===== src/design/dmba_pkg.sv =====
// Purpose: shared constants and types for the data memory bus arbiter
// Assumes: one system clock, synchronous active-high reset
// Notes: priority levels follow a five-level scale, lower number wins
//
// Overview of operation
// RULE1 - The arbiter decides who owns the data memory bus, extended data space included, among cpu, dma and debug.
// RULE2 - On colliding requests the highest-priority master is granted and the rest wait until its access ends.
// RULE3 - By default the cpu sits at the top level and the debug master at the bottom level.
// RULE4 - By default the dma sits at level three, and levels one and two are never given to any master; the code gives the cpu level one under 0x0020.
// RULE5 - A control value of zero orders cpu, dma, debug; the value 0x0020 orders dma, cpu (level one), debug.
// RULE6 - Software writes only those two control values; every other value is reserved.
// RULE7 - Masters raised above the cpu keep their relative order among themselves.
// RULE8 - Masters below the cpu keep their relative order whatever setting is in force.
// RULE9 - A new setting is taken at any time, at start-up or while running, and steers later decisions.
// RULE10 - Reset restores the default setting; requests are weighed at each access boundary; a granted access runs on.

package dmba_pkg;

  // one bit per bus master, cpu in bit 0
  typedef struct packed {
    logic dbg;
    logic dma;
    logic cpu;
  } dmba_masters_t;

  typedef enum logic [0:0] {
    ARB_IDLE,
    ARB_OWNED
  } dmba_state_t;

  localparam int unsigned DMBA_NUM_MASTERS = 3;
  localparam int unsigned DMBA_IDX_CPU     = 0;
  localparam int unsigned DMBA_IDX_DMA     = 1;
  localparam int unsigned DMBA_IDX_DBG     = 2;

  // master priority control encodings
  localparam logic [15:0] DMBA_PRIO_DEFAULT    = 16'h0000;
  localparam logic [15:0] DMBA_PRIO_DMA_RAISED = 16'h0020;

  // priority levels, 0 highest; 1 only ever held by the cpu under the raised setting, 2 never held
  localparam logic [2:0] DMBA_LEVEL_TOP    = 3'h0;
  localparam logic [2:0] DMBA_LEVEL_ONE    = 3'h1;
  localparam logic [2:0] DMBA_LEVEL_THREE  = 3'h3;
  localparam logic [2:0] DMBA_LEVEL_BOTTOM = 3'h4;

  // reset values
  localparam logic          DMBA_RAISED_RESET = 1'b0;
  localparam dmba_masters_t DMBA_GRANT_RESET  = '0;

endpackage


===== src/design/dmba_arbiter.sv =====
// Purpose: fixed-priority arbiter for cpu, dma and debug access to data memory
// Assumes: requests synchronous to clk; a master holds its request for its whole access
// Notes: grant follows one cycle after a request; handover to a waiter is back to back
// Notes: fixed priority only, so a master that never lets go of req keeps the bus for good
// Notes: reserved control values fall back to the default order rather than a guessed one
// Notes: the enable freezes grant, state and setting together so they never drift apart

`timescale 1ns/1ps
`default_nettype none

module dmba_arbiter
  import dmba_pkg::*;
(
  input  wire logic                    clk,
  input  wire logic                    rst,
  input  wire logic                    ce,
  input  wire dmba_pkg::dmba_masters_t req,
  input  wire logic [15:0]             master_priority_control,
  output var  dmba_pkg::dmba_masters_t grant_q,
  output var  logic                    busy_q,
  output var  logic                    dma_raised_q
);
  import dmba_pkg::*;

  dmba_state_t   state_q;
  dmba_state_t   state_d;
  dmba_masters_t grant_d;
  logic [2:0]    level    [DMBA_NUM_MASTERS];
  wire  logic [2:0] req_v;
  wire  logic [2:0] grant_v;
  wire  logic [2:0] win_v;
  wire  logic       hold;
  wire  logic       raised_d;

  assign req_v   = req;
  assign grant_v = grant_q;

  // reserved control values fall back to the default order
  assign raised_d = (master_priority_control == DMBA_PRIO_DMA_RAISED); // RULE5 RULE9

  // level map: raising dma pushes the cpu to level one, debug never moves
  // levels run from top (0) to bottom (4); only 0, 1, 3 and 4 are ever handed out
  // the map reads the registered setting, so a change on the input steers the
  // decision one edge later and never the one already in flight
  // trade-off: one cycle of latency on a setting change buys a clean boundary
  always_comb begin
    level[DMBA_IDX_CPU] = dma_raised_q ? DMBA_LEVEL_ONE : DMBA_LEVEL_TOP; // RULE3 RULE5
    level[DMBA_IDX_DMA] = dma_raised_q ? DMBA_LEVEL_TOP : DMBA_LEVEL_THREE; // RULE4 RULE7
    level[DMBA_IDX_DBG] = DMBA_LEVEL_BOTTOM; // RULE3 RULE8
  end

  // a requester wins when no other requester holds a lower level number
  // levels are distinct per setting, so at most one requester can win
  // one comparator per pair keeps the decode flat and shallow
  genvar gi;
  genvar gj;
  generate
    for (gi = 0; gi < DMBA_NUM_MASTERS; gi++) begin : g_win
      wire logic [2:0] beaten;
      for (gj = 0; gj < DMBA_NUM_MASTERS; gj++) begin : g_cmp
        assign beaten[gj] = (gi != gj) && req_v[gj] && (level[gj] < level[gi]); // RULE2
      end
      assign win_v[gi] = req_v[gi] && !(|beaten); // RULE1 RULE2
    end
  endgenerate

  // owner keeps the bus while it still requests; new choice only at the boundary
  // the boundary is the edge where the owner's req is seen low: the winner among
  // the waiters is granted at that same edge, so the bus never idles in between
  // waiters are never told they stall; they simply keep req high
  assign hold    = |(grant_v & req_v); // RULE10
  assign grant_d = hold ? grant_q : dmba_masters_t'(win_v); // RULE2 RULE10
  assign state_d = (|grant_d) ? ARB_OWNED : ARB_IDLE;

  // setting is re-sampled every enabled cycle so a running change steers the next decision
  always_ff @(posedge clk) begin
    if (rst) begin
      dma_raised_q <= DMBA_RAISED_RESET; // RULE10
    end else if (ce) begin
      dma_raised_q <= raised_d; // RULE9
    end
  end

  // grant and ownership state
  always_ff @(posedge clk) begin
    if (rst) begin
      grant_q <= DMBA_GRANT_RESET;
      state_q <= ARB_IDLE;
      busy_q  <= 1'b0;
    end else if (ce) begin
      grant_q <= grant_d;
      state_q <= state_d;
      busy_q  <= (state_d == ARB_OWNED);
    end
  end

  // checks; all sample on the rising edge and all but the reset check sleep through reset
  // a grant stands for the whole access, so most checks look one edge ahead

  // at most one owner at any time
  grant_onehot_a: assert property (@(posedge clk) disable iff (rst) // RULE1
    $onehot0(grant_v)) else $error("more than one master granted");

  // a free bus with any request must not stay idle
  free_bus_grants_a: assert property (@(posedge clk) disable iff (rst) // RULE2
    ce && !hold && (|req_v) |=> (|grant_v)) else $error("request on free bus not granted");

  // the owner keeps the bus for as long as it asks
  access_kept_a: assert property (@(posedge clk) disable iff (rst) // RULE10
    ce && hold |=> grant_v == $past(grant_v)) else $error("granted access interrupted");

  // default order puts the cpu on top
  cpu_top_a: assert property (@(posedge clk) disable iff (rst) // RULE3
    ce && !dma_raised_q && !hold && req_v[DMBA_IDX_CPU] |=> grant_v[DMBA_IDX_CPU])
    else $error("cpu not granted first by default");

  // debug only gets the bus when nobody else asks
  dbg_last_a: assert property (@(posedge clk) disable iff (rst) // RULE3
    ce && !hold && req_v[DMBA_IDX_DBG] && (req_v[DMBA_IDX_CPU] || req_v[DMBA_IDX_DMA])
    |=> !grant_v[DMBA_IDX_DBG]) else $error("debug master won over a higher master");

  // dma at level three still sits above debug
  dma_over_dbg_a: assert property (@(posedge clk) disable iff (rst) // RULE4
    ce && !hold && req_v[DMBA_IDX_DMA] && !req_v[DMBA_IDX_CPU] |=> grant_v[DMBA_IDX_DMA])
    else $error("dma lost to debug master");

  // raised setting puts dma on top
  raised_dma_a: assert property (@(posedge clk) disable iff (rst) // RULE5
    ce && dma_raised_q && !hold && req_v[DMBA_IDX_DMA] |=> grant_v[DMBA_IDX_DMA])
    else $error("raised dma not granted first");

  // raised setting leaves the cpu second
  raised_cpu_a: assert property (@(posedge clk) disable iff (rst) // RULE7
    ce && dma_raised_q && !hold && req_v[DMBA_IDX_CPU] && !req_v[DMBA_IDX_DMA]
    |=> grant_v[DMBA_IDX_CPU]) else $error("cpu not second under raised setting");

  // masters below the cpu keep their order
  lower_order_a: assert property (@(posedge clk) disable iff (rst) // RULE8
    ce && dma_raised_q && !hold && req_v[DMBA_IDX_DBG] && req_v[DMBA_IDX_CPU] && !req_v[DMBA_IDX_DMA]
    |=> grant_v[DMBA_IDX_CPU] && !grant_v[DMBA_IDX_DBG]) else $error("order below cpu changed");

  // the setting register follows its input one edge later
  setting_taken_a: assert property (@(posedge clk) disable iff (rst) // RULE9
    ce |=> dma_raised_q == ($past(master_priority_control) == DMBA_PRIO_DMA_RAISED))
    else $error("priority setting not applied");

  // reset wins over enable and setting alike
  reset_default_a: assert property (@(posedge clk) // RULE10
    rst |=> !dma_raised_q && !(|grant_v) && !busy_q) else $error("reset did not restore default");

  // busy flag and ownership state move together
  busy_state_a: assert property (@(posedge clk) disable iff (rst) // RULE10
    busy_q == (state_q == ARB_OWNED)) else $error("busy flag and state disagree");

  // busy means some master owns the bus
  busy_grant_a: assert property (@(posedge clk) disable iff (rst) // RULE1
    busy_q == (|grant_v)) else $error("busy flag and grant disagree");

  // a low enable freezes every register
  ce_freeze_a: assert property (@(posedge clk) disable iff (rst) // RULE10
    !ce |=> $stable(grant_v) && $stable(busy_q) && $stable(dma_raised_q))
    else $error("state moved while enable low");

  // level one stays out of reach of dma, and debug stays at the bottom level
  reserved_level_a: assert property (@(posedge clk) disable iff (rst) // RULE4
    (level[DMBA_IDX_DMA] != DMBA_LEVEL_ONE) && (level[DMBA_IDX_DBG] == DMBA_LEVEL_BOTTOM)
    && (level[DMBA_IDX_CPU] <= DMBA_LEVEL_ONE)) else $error("reserved level handed out");

  // all three masters collide on a free bus
  all_collide_c: cover property (@(posedge clk) disable iff (rst)
    ce && !hold && (&req_v));

  // back to back handover to a waiter
  handover_c: cover property (@(posedge clk) disable iff (rst)
    ce && (|grant_v) && !hold && (|req_v) ##1 (|grant_v));

  // raised dma beats a waiting cpu
  raised_win_c: cover property (@(posedge clk) disable iff (rst)
    ce && dma_raised_q && !hold && req_v[DMBA_IDX_CPU] && req_v[DMBA_IDX_DMA] ##1 grant_v[DMBA_IDX_DMA]);

  // default order: cpu beats a waiting dma
  default_win_c: cover property (@(posedge clk) disable iff (rst)
    ce && !dma_raised_q && !hold && req_v[DMBA_IDX_CPU] && req_v[DMBA_IDX_DMA] ##1 grant_v[DMBA_IDX_CPU]);

  // setting changes while an access runs
  setting_flip_c: cover property (@(posedge clk) disable iff (rst)
    ce && hold && !dma_raised_q && (master_priority_control == DMBA_PRIO_DMA_RAISED));

endmodule

`default_nettype wire


===== config.mk =====
export PLATFORM = sky130hd
export DESIGN_NAME = dmba_arbiter
export DESIGN_NICKNAME = d
export VERILOG_FILES = /design/src/design/dmba_pkg.sv /design/src/design/dmba_arbiter.sv
export SDC_FILE = /design/constraint.sdc
export NUM_CORES = 1
export LEC_CHECK = 0
export BUFFER_PORTS_ARGS = -buffer_cell sky130_fd_sc_hd__buf_2
export CAP_MARGIN = 10
export CORE_AREA = 2 2 39 41
export CTS_CLUSTER_DIAMETER = 150
export DETAILED_ROUTE_END_ITERATION = 7
export DIE_AREA = 0 0 41 43
export PLACE_DENSITY = 0.53
export SLEW_MARGIN = 15
export SYNTH_ARGS = -nofsm -noshare
export SYNTH_HDL_FRONTEND = slang
export SYNTH_SLANG_ARGS = --single-unit

===== constraint.sdc =====
create_clock -name clk -period 1.85 [get_ports clk]
set_input_delay 0.37 -clock clk [delete_from_list [all_inputs] [get_ports clk]]
set_output_delay 0.37 -clock clk [all_outputs]
set_load 0.05 [all_outputs]

==> results_dict.tcl, run 1 <==
set metrics [dict create \
    htreeDepth 1 \
    crit_family "flip-flops" \
    skew_ns 0.00542 \
    cts_resized 0 \
    tns_ns 0 \
    routed_wl_um 787 \
    grt_max_degree 8 \
    worst_slew_pin_slew_ns 0.291 \
    hold_viol 0 \
    stdcell_area_um2 439 \
    antenna-diode-count 0 \
    synth.distinct_cells 18 \
    max_freq_ghz 0.770 \
    ant_nets 0 \
    synth_area_per_cell_um2 8.76 \
    boundaryPins 27 \
    fp-row-count 14 \
    postCtsSetupRepairBufs 0 \
    fp.dieArea_um2 1760 \
    clock-sinks 5 \
    setup_viol 0 \
    critical_path_class "reg2out" \
    ys_ff_latch 5 \
    dpl_cell_area_um2 413 \
    synth_nets 52 \
    syn_inst 30 \
    drc 0 \
    cp_max_fo 4 \
    avgViaCountPerCell 4.68 \
    arrival_ns 0.93 \
    area_growth_pct 67.1 \
    top_usage_layer "met2" \
    rsz0062_at_grt "false" \
    drt_iter0_drc 2 \
    leakage_uw 0.000208 \
    cts_buffer_depth 2 \
    status "finished clean" \
    cts_tree "done" \
    coreArea_um2 1380 \
    use_met2_pct 16.6 \
    final_nets 83 \
    multi_input_area_um2 151 \
    maxCapViolations 0 \
    firstDrtPassIters 3 \
    period_needed_ns 1.30 \
    netlist_area_um2 263 \
    peakVddDrop_mv 0.233 \
    regArea_um2 100 \
    crit_path_max_incr_delay_ns 0.40 \
    hold_class "in2reg" \
    die_w_um 41 \
    end_kind "output port" \
    root_buffer "clkbuf_4" \
    crit_required_ns 1.48 \
    max_slew_margin_pct 80.3 \
    cts_buffers 3 \
    drive_gt1_share_pct 50.0 \
    overflow 0 \
    fill_cells 151 \
    grt_pass1_vias 323 \
    gp_congestion 0.779 \
    post-route-period-util_pct 70.2 \
    grt_util_all_layers_pct 10.6 \
    start_util_pct 19.0 \
    clk_pin_slew_ns 0.05 \
    die_y_um 43 \
    yosys_warnings 0 \
    vias 356 \
    path_cells "buf_2" \
    grt_pass1_wl_mm 1.20 \
    slowest_stage "dfxtp_1" \
    met1_usage_pct 9.97 \
    startpoint_type "flip-flop" \
    path_buf_inv 1 \
    power.density_nw_per_um2 715 \
    maxSlewViolCount 0 \
    met3_usage_pct 6.81 \
    cts_hold_buf 0 \
    antenna_found_initial 0 \
    detail_route.wl_per_cell_um 10.4 \
    seq_area_frac_synth_pct 38.1 \
    port_buffers 26 \
    clk_latency_ns 0.24 \
]
worst register-to-register path: stages, from the launching register on:
cell and delay [ns]:
dfxtp_1 0.34, a22oi_2 0.20, nand3_1 0.15, a32o_1 0.28
metal layers:
metal,vias up,wire [um]
met5,-,0
met4,0,11
met3,2,90
met2,19,382
met1,156,302
li1,179,-
registers in the layout (all words and copies together), names as in the netlist:
| name | cells |
|---|---|
| busy_q | 1 |
| dma_raised_q | 1 |
| grant_q | 3 |
cells in the mapped netlist:
library cell / instances / area, um2
nor2_1: 1 / 3.75
dfxtp_1: 5 / 100
nor3_1: 1 / 5.00
a211oi_1: 1 / 7.51
nand3_1: 2 / 10.0
mux2i_1: 1 / 10.0
o32ai_1: 1 / 8.76
inv_1: 3 / 11.3
or2b_1: 1 / 7.51
nor4b_1: 2 / 17.5
a311oi_1: 1 / 8.76
nor2b_1: 1 / 6.26
nand2_1: 3 / 11.3
o211ai_1: 1 / 7.51
a22oi_2: 1 / 12.5
a31oi_1: 1 / 6.26
nor4_1: 3 / 18.8
a32o_1: 1 / 10.0
cell usage in the layout (no fill, tap or decap), types with 2 or more instances in the layout:
cell type / n
buf_2: 26
nand2_1: 3
clkbuf_4: 3
inv_1: 3
nand3_1: 2
nor4b_1: 2
dfxtp_1: 5
nor4_1: 3
worst paths after layout:
| path | startpoint | to | slack [ns] | depth (start not counted) |
|---|---|---|---|---|
| worst min register to register | busy_q | busy_q | 0.48 | 2 |
| worst max register to register | grant_q[2] | grant_q[2] | 0.77 | 3 |
| worst max-delay path | grant_q[2] | grant_q[2] | 0.55 | 1 |
| worst min-delay path | rst | grant_q[1] | 0.35 | 2 |
metrics by stage:
step	setup slack [ns]	hold slack, ns	utilization [%]	std cells	total power (uW)
after global routing	0.529	0.348	31.7	76	334
after global placement	0.610	0.482	29.8	72	189
final	0.552	0.353	31.7	76	314
after floorplan	0.610	0.442	-	30	154
after detailed placement	0.585	0.479	29.8	72	189
after CTS	0.554	0.343	31.7	76	322
final cells by class:
cell class / count / area share [%]
Clock buffer: 4 / 5.98
Multi-Input combinational cell: 22 / 34.5
Tap cell: 16 / 4.56
Timing Repair Buffer: 26 / 29.6
Inverter: 3 / 2.56
Sequential cell: 5 / 22.8
logic make-up (layout without fill, tap and decap cells):
kind of cell,after synthesis,in the layout,synth area share (%)
muxes,1,1,3.81
buffers and inverters,3,33,4.29
DFF,5,5,38.1
AOI/OAI and AO/OA,7,7,23.3
and+or+nand+nor,14,14,30.5
where the power goes:
group	total, uW	internal [uW]	switching (uW)
logic	69.5	29.3	40.2
clock network	127	81.6	45.4
registers	117	113	3.87
Note: power is estimated with default switching activity, not from simulation.
==> run 2: changes to the inputs <==
PLACE_DENSITY = 0.55   (was 0.53)
clock period = 1.1 ns   (was 1.85 ns; I/O delays follow)
==> results_dict.tcl, run 2 (same netlist as run 1, synthesis figures left out) <==
set metrics [dict create \
    port_buffers 26 \
    max_freq_ghz 0.959 \
    regArea_um2 104 \
    dp_hpwl_um 706 \
    ff2ff_path_depth 3 \
    crit_start "busy_q" \
    cts_buffers 3 \
    antenna_found_initial 0 \
    crit_path_max_incr_delay_ns 0.32 \
    path_buf_inv 1 \
    antenna-diode-count 0 \
    wl_met3_um 80 \
    firstDrtPassIters 3 \
    setup_viol 0 \
    combPwrFrac_pct 23.7 \
    grt_pass1_vias 357 \
    final_cell_mix "23 x buf_2, 6 x clkbuf_4" \
    leakage_uw 0.000216 \
    cp.depth 1 \
    critical_path_class "reg2out" \
    arrival_ns 0.82 \
    dpl_cell_area_um2 424 \
    top_layer "met4" \
    ant_nets 0 \
    overflow 0 \
    period_needed_ns 1.04 \
    p_clk_share_pct 39.0 \
    crit_required_ns 0.88 \
    drive_gt1_share_pct 57.4 \
    met2_length_um 436 \
    die_w_um 41 \
    r2r_start "grant_q[0]" \
    die_y_um 43 \
    layout_setup_ws_ns 0.0576 \
    fin_util_pct 33.5 \
    place_ws_ns 0.00894 \
    cts_buffer_depth 2 \
    peakVddDrop_mv 0.526 \
    p_seq_share_pct 37.3 \
    end_kind "output port" \
    final_nets 84 \
    coreArea_um2 1380 \
    postCtsSetupRepairBufs 0 \
    grt_pass1_wl_mm 1.34 \
    cts_tree "done" \
    area_growth_pct 76.2 \
    routedLengthMet1_um 299 \
    crit_family "flip-flops" \
    regMostFlops "grant_q" \
    drt_iter0_drc 1 \
    boundaryPins 27 \
    hold_class "in2reg" \
    post-route-period-util_pct 94.8 \
    detail_route.wl_per_cell_um 10.7 \
    status "finished clean" \
    largest_reg_flops 3 \
    skew_ns 0.00325 \
    root_buffer "clkbuf_4" \
    htreeDepth 1 \
    maxCapViolations 0 \
    clk_latency_ns 0.24 \
    reg_top3 "grant_q x3, busy_q x1, dma_raised_q x1" \
    power.density_nw_per_um2 1150 \
    gp_congestion 0.803 \
    max_slew_margin_pct 81.2 \
    worst_slew_pin_slew_ns 0.278 \
    switching_share_pct 27.8 \
    routed_wl_um 823 \
    drc 0 \
    grt_max_degree 8 \
    switching_power_uw 148 \
    fp.dieArea_um2 1760 \
    intPower_uw 384 \
    clk_pin_slew_ns 0.04 \
    cp_max_fo 2 \
    rsz0062_at_grt "true" \
    fill_cells 151 \
    crit_end "busy_q" \
    start_util_pct 19.0 \
    path_cells "buf_2" \
    hold_viol 0 \
    grt_util_all_layers_pct 11.6 \
    mostFrequentLayoutCell "buf_2" \
    reg2reg_to "grant_q[2]" \
    total_power_uw 532 \
    multi_input_area_um2 156 \
    avgViaCountPerCell 4.75 \
    rrSetupSlack_ns 0.06 \
    clock-sinks 5 \
    stdcell_area_um2 463 \
    slowest_stage "dfxtp_1" \
    vias 366 \
    fp-row-count 14 \
    maxSlewViolCount 0 \
    hp-start "rst" \
    startpoint_type "flip-flop" \
]
==> run 2: changes by cell type in the layout (fill, tap and decap cells not counted), sizes merged <==
cell | before | now
clkbuf | 4 | 7
buf | 26 | 24
==> run 2: metal layers <==
layer / GRT usage (%) / up-vias
met3: 6.81 / 2
met4: 6.00 / 0
li1: - / 181
met2: 18.4 / 19
met5: 0 / -
met1: 11.0 / 164
==> run 2: metrics by stage <==
stage | instances | hold WS, ns | setup TNS [ns]
CTS | 77 | 0.210 | 0
floorplan | 30 | 0.292 | -0.0153
finish | 77 | 0.219 | 0
global placement | 73 | 0.460 | 0
detailed placement | 73 | 0.462 | 0
global route | 77 | 0.204 | 0
==> run 2: how the worst min path moves through the flow <==
stage | to | slack [ns] | cells after the start
global route | grant_q[1] | 0.20 | 2
finish | busy_q | 0.22 | 2
global placement | busy_q | 0.46 | 2
floorplan | grant_q[1] | 0.29 | 1
CTS | busy_q | 0.21 | 2
detailed placement | grant_q[1] | 0.46 | 2
==> run 2: layout make-up <==
cell class / instances / area share, %
multi-input cells: 22 / 33.8
repair buffers: 27 / 31.4
flip-flops and latches: 5 / 22.4
clock buffers: 4 / 5.68
well taps: 16 / 4.32
inverters: 3 / 2.43
==> run 2: power by group through the flow <==
stage               combinational (uW)  clock (uW)  sequential (uW)
global placement                   120           0              201
detailed placement                 122           0              201
finish                             126         207              198
global route                       136         238              200
floorplan                         28.5           0              232
CTS                                123         220              198
==> run 2: repair_timing <==
item,4_1_cts,5_1_grt
endpoints found under the setup margin,0,4
hold buffers,0,0
resized for setup,0,4
endpoints found under the hold margin,0,0
